$ cat src/verilog/aww_map.svh
/*
 * Register offsets, field positions, reset values and limits of the analog
 * window watchdog. Assumes an 8-bit APB byte address and 32-bit data.
 */
`ifndef AWW_MAP_SVH
`define AWW_MAP_SVH

// ****************************************
// register byte offsets
// ****************************************
`define AWW_OFS_CTRL       8'h00
`define AWW_OFS_GAIN       8'h04
`define AWW_OFS_OFFSET     8'h08
`define AWW_OFS_UPPER      8'h0c
`define AWW_OFS_LOWER      8'h10
`define AWW_OFS_SRC_SEL    8'h14
`define AWW_OFS_STATUS     8'h18
`define AWW_OFS_REF        8'h1c
`define AWW_OFS_LIVE       8'h20
`define AWW_OFS_EFF_UPPER  8'h24
`define AWW_OFS_EFF_LOWER  8'h28

// ****************************************
// field positions
// ****************************************
`define AWW_CTRL_RETAIN     0
`define AWW_CTRL_UPPER_EXT  1
`define AWW_CTRL_LOWER_EXT  2
`define AWW_CTRL_DEC_LSB    4
`define AWW_SRC_UPPER_LSB   0
`define AWW_SRC_LOWER_LSB   8
`define AWW_STAT_ALARM      0
`define AWW_STAT_ARMED      1
`define AWW_STAT_REF_VALID  2

// ****************************************
// reset values and limits
// ****************************************
`define AWW_GAIN_RESET     11'sd100
`define AWW_GAIN_MAX       1000
`define AWW_OFFSET_MAX     10000
`define AWW_MARGIN_MAX     20000
`define AWW_GAIN_DIVISOR   22'sd100
`define AWW_DEC_MAX        3

`endif

$ cat src/verilog/aww_pkg.sv
/*
 * Types shared by the analog window watchdog files.
 * Assumes aww_map.svh supplies the numeric constants.
 */
`default_nettype none

package aww_pkg;

	// scaled value, wide enough for reference plus or minus a margin
	typedef logic signed [17:0] aww_val_t;

	// raw analog sample, 0 to 1000
	typedef logic [9:0] aww_sample_t;

	// configuration written by software
	typedef struct packed {
		logic signed [10:0] gain;
		logic signed [14:0] offset;
		logic [14:0]        upper_margin;
		logic [14:0]        lower_margin;
		logic [7:0]         upper_blk;
		logic [7:0]         lower_blk;
		logic               upper_ext;
		logic               lower_ext;
		logic               retain;
		logic [1:0]         decimals;
	} aww_cfg_s;

	// live status of the monitor
	typedef struct packed {
		logic ref_valid;
		logic armed;
		logic alarm;
	} aww_stat_s;

endpackage : aww_pkg

`default_nettype wire

$ cat src/verilog/aww_scale.sv
/*
 * Scaler: registered sample * gain / 100 + offset.
 * Assumes gain in hundredths within +-1000 and offset within +-10000.
 */
`timescale 1ns/1ps
`default_nettype none
`include "aww_map.svh"

module aww_scale (
	// clock and reset
	input  wire logic                pclk,
	input  wire logic                presetn,
	// operands
	input  wire aww_pkg::aww_sample_t sample,
	input  wire logic signed [10:0]  gain,
	input  wire logic signed [14:0]  offset,
	// result
	output var  aww_pkg::aww_val_t   scaled
);

	logic signed [21:0] prod;
	logic signed [21:0] quo;
	logic signed [21:0] sum;

	// division truncates toward zero, same as the integer arithmetic of the function
	always_comb begin
		prod = $signed({1'b0, sample}) * gain;
		quo  = prod / `AWW_GAIN_DIVISOR;
		sum  = quo + {{7{offset[14]}}, offset};
	end

	// one register stage keeps the divider off the compare path
	always_ff @(posedge pclk or negedge presetn) begin
		if (!presetn) begin
			scaled <= '0;
		end else begin
			scaled <= sum[17:0];
		end
	end

endmodule : aww_scale

`default_nettype wire

$ cat src/verilog/aww_top.sv
/*
 * Analog window watchdog with an APB3 register slave.
 * Assumes analog_sample_in and block_values come from logic on pclk,
 * arm_in comes from a pin, restart_pulse from the system controller on pclk.
 */
// Register access over APB and the register addresses are this design's own decisions.
`timescale 1ns/1ps
`default_nettype none
`include "aww_map.svh"

module aww_top #(
	parameter int N_BLK = 8
) (
	// clock and reset
	input  wire logic                  pclk,
	input  wire logic                  presetn,
	// apb slave
	input  wire logic                  psel,
	input  wire logic                  penable,
	input  wire logic                  pwrite,
	input  wire logic [7:0]            paddr,
	input  wire logic [31:0]           pwdata,
	output      logic [31:0]           prdata,
	output      logic                  pready,
	output      logic                  pslverr,
	// monitored signal and arming pin
	input  wire aww_pkg::aww_sample_t  analog_sample_in,
	input  wire logic                  arm_in,
	// live values of other blocks, 16-bit signed each
	input  wire logic [N_BLK*16-1:0]   block_values,
	// power return after a power loss
	input  wire logic                  restart_pulse,
	// alarm to the consumer
	output      logic                  alarm
);

	// ****************************************
	// declarations
	// ****************************************
	aww_pkg::aww_cfg_s  cfg;
	aww_pkg::aww_stat_s stat;
	aww_pkg::aww_val_t  live_scaled;
	aww_pkg::aww_val_t  ref_value;
	aww_pkg::aww_val_t  eff_upper;
	aww_pkg::aww_val_t  eff_lower;
	aww_pkg::aww_val_t  win_high;
	aww_pkg::aww_val_t  win_low;
	logic               arm_s1;
	logic               arm_s2;
	logic               arm_q;
	logic               arm_rise;
	logic               outside;
	logic               wr_en;
	logic               rd_setup;
	logic               ref_valid;

	// ****************************************
	// helper functions
	// ****************************************

	// every printed offset of the map
	// shared by pslverr and the write enable, so both agree on the map
	function automatic logic is_mapped(input logic [7:0] a);
		if (a == `AWW_OFS_CTRL)
			return 1'b1;
		else if (a == `AWW_OFS_GAIN)
			return 1'b1;
		else if (a == `AWW_OFS_OFFSET)
			return 1'b1;
		else if (a == `AWW_OFS_UPPER)
			return 1'b1;
		else if (a == `AWW_OFS_LOWER)
			return 1'b1;
		else if (a == `AWW_OFS_SRC_SEL)
			return 1'b1;
		else if (a == `AWW_OFS_STATUS)
			return 1'b1;
		else if (a == `AWW_OFS_REF)
			return 1'b1;
		else if (a == `AWW_OFS_LIVE)
			return 1'b1;
		else if (a == `AWW_OFS_EFF_UPPER)
			return 1'b1;
		else if (a == `AWW_OFS_EFF_LOWER)
			return 1'b1;
		else
			return 1'b0;
	endfunction : is_mapped

	// saturate a signed word into lo..hi
	function automatic logic signed [31:0] clamp(input logic signed [31:0] v,
		input logic signed [31:0] lo, input logic signed [31:0] hi);
		if (v < lo)
			return lo;
		else if (v > hi)
			return hi;
		else
			return v;
	endfunction : clamp

	// pick a block's live value, unknown block numbers read as zero
	// negative values clamp to zero: a margin never narrows below the reference
	function automatic aww_pkg::aww_val_t pick_block(input logic [N_BLK*16-1:0] vals,
		input logic [7:0] idx);
		logic signed [31:0] v;
		v = 32'sd0;
		for (int i = 0; i < N_BLK; i++) begin
			if (idx == i[7:0]) begin
				v = 32'($signed(vals[i*16 +: 16]));
			end
		end
		v = clamp(v, 32'sd0, 32'sd`AWW_MARGIN_MAX);
		return v[17:0];
	endfunction : pick_block

	// ****************************************
	// apb slave
	// ****************************************

	// zero wait states: every access completes in its first access cycle
	// read-only words ignore writes without an error; only unmapped offsets set pslverr
	assign pready   = 1'b1;
	assign pslverr  = psel & penable & ~is_mapped(paddr);
	assign wr_en    = psel & penable & pwrite & is_mapped(paddr);
	assign rd_setup = psel & ~penable & ~pwrite;

	// configuration writes, out-of-range values saturate
	// saturating here keeps the scaler and the compare inside their word widths
	always_ff @(posedge pclk or negedge presetn) begin
		if (!presetn) begin
			cfg              <= '0;
			cfg.gain         <= `AWW_GAIN_RESET;
		end else if (wr_en) begin
			if (paddr == `AWW_OFS_CTRL) begin
				cfg.retain    <= pwdata[`AWW_CTRL_RETAIN];
				cfg.upper_ext <= pwdata[`AWW_CTRL_UPPER_EXT];
				cfg.lower_ext <= pwdata[`AWW_CTRL_LOWER_EXT];
				cfg.decimals  <= pwdata[`AWW_CTRL_DEC_LSB +: 2];
			end else if (paddr == `AWW_OFS_GAIN) begin
				cfg.gain <= 11'(clamp($signed(pwdata), -32'sd`AWW_GAIN_MAX,
					32'sd`AWW_GAIN_MAX));
			end else if (paddr == `AWW_OFS_OFFSET) begin
				cfg.offset <= 15'(clamp($signed(pwdata), -32'sd`AWW_OFFSET_MAX,
					32'sd`AWW_OFFSET_MAX));
			end else if (paddr == `AWW_OFS_UPPER) begin
				cfg.upper_margin <= 15'(clamp($signed(pwdata), 32'sd0,
					32'sd`AWW_MARGIN_MAX));
			end else if (paddr == `AWW_OFS_LOWER) begin
				cfg.lower_margin <= 15'(clamp($signed(pwdata), 32'sd0,
					32'sd`AWW_MARGIN_MAX));
			end else if (paddr == `AWW_OFS_SRC_SEL) begin
				cfg.upper_blk <= pwdata[`AWW_SRC_UPPER_LSB +: 8];
				cfg.lower_blk <= pwdata[`AWW_SRC_LOWER_LSB +: 8];
			end
		end
	end

	// read data loaded in the setup cycle, so it stands through the access cycle
	always_ff @(posedge pclk or negedge presetn) begin
		if (!presetn) begin
			prdata <= '0;
		end else if (rd_setup) begin
			if (paddr == `AWW_OFS_CTRL)
				prdata <= {26'h0, cfg.decimals, 1'b0, cfg.lower_ext, cfg.upper_ext, cfg.retain};
			else if (paddr == `AWW_OFS_GAIN)
				prdata <= 32'($signed(cfg.gain));
			else if (paddr == `AWW_OFS_OFFSET)
				prdata <= 32'($signed(cfg.offset));
			else if (paddr == `AWW_OFS_UPPER)
				prdata <= {17'h0, cfg.upper_margin};
			else if (paddr == `AWW_OFS_LOWER)
				prdata <= {17'h0, cfg.lower_margin};
			else if (paddr == `AWW_OFS_SRC_SEL)
				prdata <= {16'h0, cfg.lower_blk, cfg.upper_blk};
			else if (paddr == `AWW_OFS_STATUS)
				prdata <= {29'h0, stat};
			else if (paddr == `AWW_OFS_REF)
				prdata <= 32'(ref_value);
			else if (paddr == `AWW_OFS_LIVE)
				prdata <= 32'(live_scaled);
			else if (paddr == `AWW_OFS_EFF_UPPER)
				prdata <= 32'(eff_upper);
			else if (paddr == `AWW_OFS_EFF_LOWER)
				prdata <= 32'(eff_lower);
			else
				prdata <= 32'h0000_0000;
		end
	end

	// ****************************************
	// arming input
	// ****************************************

	// two-stage synchroniser, edge detect looks only at the second stage
	// arm_q only delays the second stage; the first may still be settling
	always_ff @(posedge pclk or negedge presetn) begin
		if (!presetn) begin
			arm_s1 <= 1'b0;
			arm_s2 <= 1'b0;
			arm_q  <= 1'b0;
		end else begin
			arm_s1 <= arm_in;
			arm_s2 <= arm_s1;
			arm_q  <= arm_s2;
		end
	end

	assign arm_rise = arm_s2 & ~arm_q;

	// ****************************************
	// scaling and reference capture
	// ****************************************

	// one shared scaler: the reference is the scaled live value at capture time
	// the trade: the reference is one clock older than the synchronised arm edge
	aww_scale u_scale (
		.pclk    (pclk),
		.presetn (presetn),
		.sample  (analog_sample_in),
		.gain    (cfg.gain),
		.offset  (cfg.offset),
		.scaled  (live_scaled)
	);

	// reference survives a restart only when retention is on
	// capture wins over a same-cycle restart, so a fresh reference is never lost
	always_ff @(posedge pclk or negedge presetn) begin
		if (!presetn) begin
			ref_value <= '0;
			ref_valid <= 1'b0;
		end else if (arm_rise) begin
			ref_value <= live_scaled;
			ref_valid <= 1'b1;
		end else if (restart_pulse && !cfg.retain) begin
			ref_value <= '0;
			ref_valid <= 1'b0;
		end
	end

	// ****************************************
	// window compare
	// ****************************************

	// margins from fixed constants or another block's live value
	// an external margin is read live every cycle, not latched
	always_comb begin
		eff_upper = cfg.upper_ext ? pick_block(block_values, cfg.upper_blk)
			: {3'b000, cfg.upper_margin};
		eff_lower = cfg.lower_ext ? pick_block(block_values, cfg.lower_blk)
			: {3'b000, cfg.lower_margin};
	end

	// decimals never enter here; bounds are inclusive
	// 18-bit signed words hold reference plus or minus 20000 without overflow
	always_comb begin
		win_high = ref_value + eff_upper;
		win_low  = ref_value - eff_lower;
		outside  = (live_scaled > win_high) || (live_scaled < win_low);
	end

	// alarm follows the synchronised arm level one clock later
	// without a valid reference there is no window, so a cleared reference never alarms
	always_ff @(posedge pclk or negedge presetn) begin
		if (!presetn) begin
			alarm <= 1'b0;
		end else if (!arm_s2) begin
			alarm <= 1'b0;
		end else if (restart_pulse && !cfg.retain) begin
			alarm <= 1'b0;
		end else if (arm_rise) begin
			alarm <= 1'b0; // new reference, the sample is inside by definition
		end else if (!ref_valid) begin
			alarm <= 1'b0;
		end else begin
			alarm <= outside;
		end
	end

	// ****************************************
	// status
	// ****************************************

	// status word for software
	always_comb begin
		stat.alarm     = alarm;
		stat.armed     = arm_s2;
		stat.ref_valid = ref_valid;
	end

endmodule : aww_top

`default_nettype wire

$ cat config.mk
export PLATFORM = sky130hd
export DESIGN_NAME = aww_top
export DESIGN_NICKNAME = d
export VERILOG_FILES = /design/src/verilog/aww_pkg.sv /design/src/verilog/aww_scale.sv /design/src/verilog/aww_top.sv
export VERILOG_INCLUDE_DIRS = /design/src /design/src/verilog
export SDC_FILE = /design/constraint.sdc
export NUM_CORES = 1
export LEC_CHECK = 0
export BUFFER_PORTS_ARGS = -buffer_cell sky130_fd_sc_hd__clkbuf_2
export CORE_MARGIN = 5
export CORE_UTILIZATION = 45
export CTS_CLUSTER_DIAMETER = 40
export DETAILED_ROUTE_END_ITERATION = 10
export SLEW_MARGIN = 20
export SYNTH_ARGS = -nofsm -noshare
export SYNTH_HDL_FRONTEND = slang
export SYNTH_SLANG_ARGS = --single-unit
export TNS_END_PERCENT = 1
$ cat constraint.sdc
create_clock -name pclk -period 22.8 [get_ports pclk]
set_clock_uncertainty 0.15 [all_clocks]
set_input_delay 2.28 -clock pclk [delete_from_list [all_inputs] [get_ports pclk]]
set_output_delay 2.28 -clock pclk [all_outputs]
set_load 0.05 [all_outputs]
==> impl_metrics.xml, run 1 <==
<?xml version="1.0" encoding="UTF-8"?>
<metrics>
  <group name="outcome">
    <metric name="run_status" unit="">finished clean</metric>
  </group>
  <group name="setup_path">
    <metric name="timing.critical_path.from" unit="">analog_sample_in[5]</metric>
    <metric name="cp.required" unit="ps">22960</metric>
    <metric name="crit-reg2reg-launch" unit="">cfg[76]$_DFFE_PN0P_</metric>
    <metric name="category_of_the_critical_setup_timing_path" unit="">in -&gt; reg</metric>
    <metric name="worst_path_most_repeated_cell" unit="">a21oi_1</metric>
    <metric name="data_arrival_time_of_the_critical_path" unit="ps">21620</metric>
    <metric name="timing.critical_path.slowest_stage_cell" unit="">a222oi_1</metric>
    <metric name="critical_path_buf_inv_count" unit="">6</metric>
    <metric name="max_stage_delay" unit="ps">600</metric>
    <metric name="critPathCaptureType" unit="">flip-flop</metric>
    <metric name="timing.critical_path.fanout_max" unit="">22</metric>
    <metric name="critPathTopFamily" unit="">compound AO/OA/AOI/OAI gates</metric>
    <metric name="worstSetupStartpointType" unit="">primary input</metric>
  </group>
  <group name="logic_synthesis">
    <metric name="synth-edff-count" unit="">0</metric>
    <metric name="yosysTopAreaCell" unit="">dfrtp_1</metric>
    <metric name="synth.top_cells.by_count" unit="">nand2_1, inv_1, a21oi_1</metric>
    <metric name="ys_warn_count" unit="">0</metric>
    <metric name="synth_cell_area" unit="um^2">20400</metric>
    <metric name="post_synth_main_area_contributors" unit="">dfrtp_1, ha_1, fa_1, nand2_1, a21oi_1</metric>
    <metric name="synth_top_flop_cell" unit="">dfrtp_1</metric>
    <metric name="register_area_share_after_synthesis" unit="%">16.7</metric>
    <metric name="synthesis.area_per_instance" unit="um^2">8.02</metric>
    <metric name="netlist_instances" unit="">2539</metric>
    <metric name="yosys.cell_types.count" unit="">120</metric>
    <metric name="postSynthRegisterBits" unit="">136</metric>
    <metric name="ys_async_sr_fraction" unit="%">100</metric>
    <metric name="yosys.cell_count.top_type" unit="">nand2_1</metric>
    <metric name="synthDominantCellAreaShare" unit="%">16.3</metric>
    <metric name="syn_nets" unit="">2954</metric>
  </group>
  <group name="die">
    <metric name="die-height" unit="um">223</metric>
    <metric name="num_io_pins" unit="">220</metric>
    <metric name="floorplan.initialDensity" unit="%">45.2</metric>
    <metric name="placeableCoreArea" unit="um^2">45100</metric>
    <metric name="chipWidth" unit="um">223</metric>
    <metric name="die_outline_area" unit="um^2">49600</metric>
    <metric name="placement_rows" unit="">78</metric>
  </group>
  <group name="sta">
    <metric name="totalNegativeSetupSlack" unit="ps">0</metric>
    <metric name="worst_pin_slew" unit="ps">1100</metric>
    <metric name="max_clock_freq" unit="MHz">46.6</metric>
    <metric name="final_setup_violating_endpoints" unit="">0</metric>
    <metric name="finalCriticalPeriod" unit="ps">21460</metric>
    <metric name="setup_repair_after_global_routing_missed_its_margin" unit="">false</metric>
    <metric name="hold_violations" unit="">0</metric>
    <metric name="final_slew_violations" unit="">0</metric>
    <metric name="period_share" unit="%">94.1</metric>
    <metric name="slew_headroom" unit="%">26.3</metric>
  </group>
  <group name="clock_tree">
    <metric name="clock_tree_from_tritoncts" unit="">built</metric>
    <metric name="insertion_delay_to_the_later_sink_of_the_worst_skew_pair" unit="ps">460</metric>
    <metric name="cts.sink_count" unit="">136</metric>
    <metric name="tritoncts.num_buffers" unit="">17</metric>
    <metric name="cts.clk_slew.worst_paths" unit="ps">70</metric>
    <metric name="cts_buffer_depth" unit="">2</metric>
    <metric name="cts-htree-levels" unit="">4</metric>
    <metric name="cts_hold_buf" unit="">0</metric>
    <metric name="cts-root-buf" unit="">clkbuf_16</metric>
  </group>
  <group name="min_path">
    <metric name="hold_path.startpoint" unit="">arm_s1$_DFF_PN0_</metric>
    <metric name="worst_hold_path_type" unit="">reg -&gt; reg</metric>
  </group>
  <group name="final_layout">
    <metric name="layout_cells_sized_above_1" unit="%">16.7</metric>
    <metric name="design.final.nets" unit="">3077</metric>
    <metric name="final_util" unit="%">49.8</metric>
    <metric name="post_synthesis_to_final_layout_area_growth" unit="%">10.2</metric>
  </group>
  <group name="detailed_routing">
    <metric name="wire_per_inst" unit="um">22.5</metric>
    <metric name="num_vias" unit="">20900</metric>
    <metric name="antenna_violating_nets_post_route" unit="">0</metric>
    <metric name="drc" unit="">0</metric>
    <metric name="drt_wl_total" unit="mm">73.6</metric>
    <metric name="avgViaCountPerCell" unit="">6.38</metric>
    <metric name="detail_route.iter0.violations" unit="">2163</metric>
    <metric name="drt_pre_antenna_iters" unit="">6</metric>
  </group>
  <group name="placed_design">
    <metric name="numPortBuffers" unit="">218</metric>
    <metric name="dp_wirelength" unit="mm">58.6</metric>
    <metric name="gp_congestion" unit="">0.966</metric>
  </group>
  <group name="global_route">
    <metric name="grt_start_max_net_pins" unit="">71</metric>
    <metric name="overflow" unit="">0</metric>
    <metric name="grt_first_pass_wirelength" unit="mm">116</metric>
    <metric name="grtUsageTotal" unit="%">28.9</metric>
    <metric name="grt_pass1_vias" unit="">20600</metric>
    <metric name="number_of_antenna_violations_at_the_first_check_in_global_routing" unit="">1</metric>
  </group>
  <group name="flow_run">
    <metric name="drv_cap" unit="">0</metric>
  </group>
</metrics>
==> layer usage <==
metal	track usage, %	wire, um
met4	11.3	3090
met5	0	0
met2	49.5	35300
met3	3.90	5040
met1	37.0	30200
==> sequential cells by signal, indices dropped and copies added, names as in the netlist <==
| register | flops |
|---|---|
| arm_s2 | 1 |
| arm_s1 | 1 |
| ref_valid | 1 |
| u_scale.scaled | 18 |
| prdata | 18 |
| arm_q | 1 |
| alarm | 1 |
| cfg | 77 |
| ref_value | 18 |
==> final timing paths <==
path	end	slack, ps	cells past startpoint
max in group asynchronous	ref_value[16]$_DFFE_PN0P_	19440	2
min in group asynchronous	prdata[7]$_DFFE_PN0P_	1660	1
hold reg to reg	arm_s2$_DFF_PN0_	200	0
setup reg to reg	u_scale.scaled[17]$_DFF_PN0_	2440	72
setup / recovery	u_scale.scaled[17]$_DFF_PN0_	1340	74
hold / removal	arm_s2$_DFF_PN0_	200	0
==> logic make-up (layout without fill, tap and decap cells) <==
| family | Yosys count | in the layout | share of synthesized area, % |
|---|---|---|---|
| fa+ha+maj | 233 | 233 | 17.0 |
| mux | 84 | 84 | 6.17 |
| flops | 136 | 136 | 16.7 |
| buf+inv | 328 | 464 | 6.67 |
| xor+xnor | 99 | 99 | 4.30 |
| compound gates | 814 | 814 | 28.2 |
| simple gates | 844 | 844 | 20.9 |
| other cells | 1 | 2 | 0.0184 |
==> cell usage in the layout, fill, tap and decap left out, types with 17 or more instances in the layout <==
cell type | netlist | final
mux2i_1 | 19 | 19
nand4_1 | 34 | 34
mux4_2 | 29 | 29
buf_4 | 20 | 30
a21oi_1 | 173 | 173
nor4_1 | 27 | 26
clkbuf_16 | 0 | 17
o221ai_1 | 17 | 17
a31oi_1 | 28 | 28
a22o_1 | 50 | 50
nor3_1 | 56 | 54
nand3_1 | 58 | 58
xor2_1 | 27 | 27
a21o_1 | 25 | 25
a211oi_1 | 21 | 20
and3_1 | 17 | 17
nor2_1 | 172 | 171
ha_1 | 155 | 153
fa_1 | 75 | 75
a222oi_1 | 18 | 18
and2_1 | 68 | 67
inv_1 | 183 | 183
a221oi_1 | 19 | 19
a22oi_1 | 26 | 26
o21ai_0 | 163 | 163
mux2_2 | 33 | 33
o22ai_1 | 37 | 37
xnor2_1 | 71 | 70
clkbuf_2 | 0 | 217
o21bai_1 | 18 | 18
or3_1 | 22 | 21
nand2b_1 | 52 | 52
dfrtp_1 | 133 | 130
nor2b_1 | 28 | 27
nand2_1 | 248 | 248
==> layout make-up <==
type	instances	area, um^2
Clock buffer	18	439
Clock inverter	14	139
Sequential cell	136	3410
Tap cell	600	751
Multi-Input combinational cell	2075	15700
Fill cell	4486	22600
Antenna cell	1	2.50
Timing Repair Buffer	248	1320
Inverter	184	691
==> worst register-to-register path, delay by kind of cell, from the launching register on <==
kind	cells	cell delay, ps
AO/OA/AOI/OAI	38	9760
XOR/XNOR	4	630
adder cells (fa/ha/maj)	8	3670
buffers and inverters	4	820
flip-flops	1	530
multiplexers	3	740
AND/OR/NAND/NOR	15	3950
==> metrics by stage <==
step	instances	setup WS, ps	hold WS [ps]	area (um^2)
2_1_floorplan	2539	2840	181	20400
3_3_place_gp	3240	952	185	21800
3_5_place_dp	3240	644	187	21800
4_1_cts	3272	1010	200	22300
5_1_grt	3276	15.4	205	22400
6_report	3276	1340	198	22400
==> what timing repair did <==
item | in CTS | in global routing
setup endpoints to repair | 0 | 4
buffers inserted | 0 | 3
resized for setup | 0 | 16
Power of run 1 is not shown: default switching activity piles up to over one toggle a cycle in this logic, so the estimate is an artifact.
==> run 2: changes to the inputs <==
--- a/config.mk
+++ b/config.mk
@@ -12,4 +12,6 @@
 export CTS_CLUSTER_DIAMETER = 40
 export DETAILED_ROUTE_END_ITERATION = 10
+export PLACE_DENSITY = 0.66
+export REMOVE_ABC_BUFFERS = 1
 export SLEW_MARGIN = 20
 export SYNTH_ARGS = -nofsm -noshare
==> constraint.sdc (replaced) <==
create_clock -name pclk -period 19 [get_ports pclk]
set_clock_uncertainty 0.15 [all_clocks]
set_input_delay 1.9 -clock pclk [delete_from_list [all_inputs] [get_ports pclk]]
set_output_delay 1.9 -clock pclk [all_outputs]
set_load 0.005 [all_outputs]
==> run 2 against run 1 <==
  * Wire length is 5.6% higher
  * Final area is 19% higher
  * Utilization is 9.3 points higher
  * Register-to-register slack worse by 1400 ps
  * Sequential share of layout area is 2.4 points lower
  * Clock-buffer cell count is 1 lower
  * Via count is 8.8% higher
  * Critical path depth is 5 higher
  * Critical path type unchanged
  * Critical endpoint unchanged
  * Largest cell class unchanged
==> impl_metrics.xml, run 2 (synthesis gave the netlist of run 1 again) <==
<?xml version="1.0" encoding="UTF-8"?>
<metrics>
  <group name="outcome">
    <metric name="run_status" unit="">finished clean</metric>
  </group>
  <group name="placed_design">
    <metric name="dp_wirelength" unit="mm">61.1</metric>
    <metric name="dp_area" unit="um^2">24400</metric>
    <metric name="numPortBuffers" unit="">218</metric>
    <metric name="gp_congestion" unit="">1.02</metric>
  </group>
  <group name="setup_path">
    <metric name="timing.critical_path.slowest_stage_cell" unit="">fa_1</metric>
    <metric name="timing.critical_path.fanout_max" unit="">8</metric>
    <metric name="crit-reg2reg-launch" unit="">cfg[76]$_DFFE_PN0P_</metric>
    <metric name="max_stage_delay" unit="ps">580</metric>
    <metric name="worst_r2r_path_cells" unit="">80</metric>
    <metric name="critPathCaptureType" unit="">flip-flop</metric>
    <metric name="reg2reg_slack" unit="ps">1060</metric>
    <metric name="timing.critical_path.from" unit="">analog_sample_in[6]</metric>
    <metric name="data_arrival_time_of_the_critical_path" unit="ps">18750</metric>
    <metric name="worstSetupEndpoint" unit="">u_scale.scaled[17]$_DFF_PN0_</metric>
    <metric name="category_of_the_critical_setup_timing_path" unit="">in -&gt; reg</metric>
    <metric name="worstSetupStartpointType" unit="">primary input</metric>
    <metric name="worst_path_most_repeated_cell" unit="">a21oi_2</metric>
    <metric name="end_of_the_worst_register_to_register_path" unit="">u_scale.scaled[17]$_DFF_PN0_</metric>
    <metric name="cp.required" unit="ps">19140</metric>
  </group>
  <group name="die">
    <metric name="num_io_pins" unit="">220</metric>
    <metric name="chipWidth" unit="um">223</metric>
    <metric name="floorplan.initialDensity" unit="%">45.2</metric>
    <metric name="placeableCoreArea" unit="um^2">45100</metric>
    <metric name="die-height" unit="um">223</metric>
    <metric name="die_outline_area" unit="um^2">49600</metric>
    <metric name="placement_rows" unit="">78</metric>
  </group>
  <group name="sta">
    <metric name="worst_hold_check_slack" unit="ps">201</metric>
    <metric name="slew_headroom" unit="%">19.7</metric>
    <metric name="worst_pin_slew" unit="ps">1200</metric>
    <metric name="finalCriticalPeriod" unit="ps">18610</metric>
    <metric name="period_share" unit="%">98.0</metric>
    <metric name="setup_repair_after_global_routing_missed_its_margin" unit="">true</metric>
    <metric name="hold_violations" unit="">0</metric>
    <metric name="max_clock_freq" unit="MHz">53.7</metric>
    <metric name="final_slew_violations" unit="">0</metric>
    <metric name="final_setup_violating_endpoints" unit="">0</metric>
  </group>
  <group name="clock_tree">
    <metric name="cts.clk_slew.worst_paths" unit="ps">70</metric>
    <metric name="clock_tree_from_tritoncts" unit="">built</metric>
    <metric name="cts-htree-levels" unit="">4</metric>
    <metric name="cts_buffer_depth" unit="">2</metric>
    <metric name="insertion_delay_to_the_later_sink_of_the_worst_skew_pair" unit="ps">440</metric>
    <metric name="cts-root-buf" unit="">clkbuf_16</metric>
    <metric name="tritoncts.num_buffers" unit="">17</metric>
    <metric name="cts.sink_count" unit="">136</metric>
  </group>
  <group name="final_layout">
    <metric name="largest_register_ffs" unit="">77</metric>
    <metric name="n_antenna_cell" unit="">0</metric>
    <metric name="post_synthesis_to_final_layout_area_growth" unit="%">30.7</metric>
    <metric name="registers.top_by_ff_count" unit="">cfg</metric>
    <metric name="finish.instance_area" unit="um^2">26600</metric>
    <metric name="mostFrequentLayoutCells" unit="">buf_4, nand2_1, clkbuf_2</metric>
    <metric name="layout.cells.most_common" unit="">buf_4</metric>
    <metric name="final.fill_count" unit="">4072</metric>
    <metric name="layout_cells_sized_above_1" unit="%">32.7</metric>
    <metric name="design.final.nets" unit="">3480</metric>
  </group>
  <group name="global_route">
    <metric name="grt_pass1_vias" unit="">22800</metric>
    <metric name="overflow" unit="">0</metric>
    <metric name="grt_start_max_net_pins" unit="">70</metric>
    <metric name="grt_first_pass_wirelength" unit="mm">121</metric>
    <metric name="grtUsageTotal" unit="%">29.6</metric>
    <metric name="number_of_antenna_violations_at_the_first_check_in_global_routing" unit="">0</metric>
  </group>
  <group name="detailed_routing">
    <metric name="drt_wl_total" unit="mm">77.7</metric>
    <metric name="num_vias" unit="">22700</metric>
    <metric name="antenna_violating_nets_post_route" unit="">0</metric>
    <metric name="wire_per_inst" unit="um">21.1</metric>
    <metric name="detail_route.iter0.violations" unit="">2270</metric>
    <metric name="drt_pre_antenna_iters" unit="">9</metric>
    <metric name="drc" unit="">0</metric>
    <metric name="avgViaCountPerCell" unit="">6.18</metric>
  </group>
  <group name="min_path">
    <metric name="hold_path.startpoint" unit="">arm_s1$_DFF_PN0_</metric>
    <metric name="worst_hold_path_type" unit="">reg -&gt; reg</metric>
  </group>
  <group name="flow_run">
    <metric name="drv_cap" unit="">0</metric>
  </group>
</metrics>
run 2: cell count changes in the layout (fill, tap and decap cells not counted), sizes merged:
cell / delta
inv: +3
diode: -1
clkinv: +1
clkinvlp: -4
buf: +410
clkbuf: -8
bufinv: +1
run 2: layout make-up:
type / instances / area, um^2 / share of cell area [%]
Tap cell: 600 / 751 / 2.82
Sequential cell: 136 / 3410 / 12.8
Clock inverter: 15 / 198 / 0.743
Timing Repair Buffer: 651 / 4430 / 16.6
Inverter: 184 / 691 / 2.59
Multi-Input combinational cell: 2075 / 16700 / 62.8
Clock buffer: 17 / 425 / 1.60
run 2: what timing repair did:
action | in CTS | in global routing
resized for setup | 47 | 225
setup buffers | 8 | 45
hold buffers | 0 | 0
setup endpoints to repair | 4 | 10
pin swaps | 13 | 122
run 2: stage by stage:
stage	std cells	setup TNS, ps	utilization [%]	setup WS, ps
3_5_place_dp	3593	-3370	54.1	-882
4_1_cts	3633	0	56.2	7.47
2_1_floorplan	2395	-2640	-	-888
3_3_place_gp	3593	-405	54.1	-247
5_1_grt	3678	-846	59.0	-392
6_report	3678	0	59.0	385
run 2: worst max-delay path, delay by kind of cell:
kind | cells | cell delay [ps]
adders and majority gates | 8 | 3440
AOI/OAI and AO/OA | 40 | 7730
and+or+nand+nor | 12 | 2850
buffers and inverters | 13 | 1630
muxes | 3 | 690
xor gates and xnor gates | 3 | 450
run 2: worst min path at each step:
stage / slack, ps / cells past startpoint / endpoint
2_1_floorplan: 180 / 0 / arm_s2$_DFF_PN0_
3_3_place_gp: 180 / 0 / arm_s2$_DFF_PN0_
3_5_place_dp: 190 / 0 / arm_s2$_DFF_PN0_
4_1_cts: 200 / 0 / arm_s2$_DFF_PN0_
5_1_grt: 220 / 0 / arm_s2$_DFF_PN0_
6_report: 200 / 0 / arm_s2$_DFF_PN0_
run 2: metal layers:
metal  wire, um  track usage (%)  vias up
met2      37800             51.1     1088
li1           -                -    10400
met5          0                0        -
met1      30700             37.0    11000
met4       3730             13.1        0
met3       5510             4.04      257
Power of run 2 is left out for the same reason.
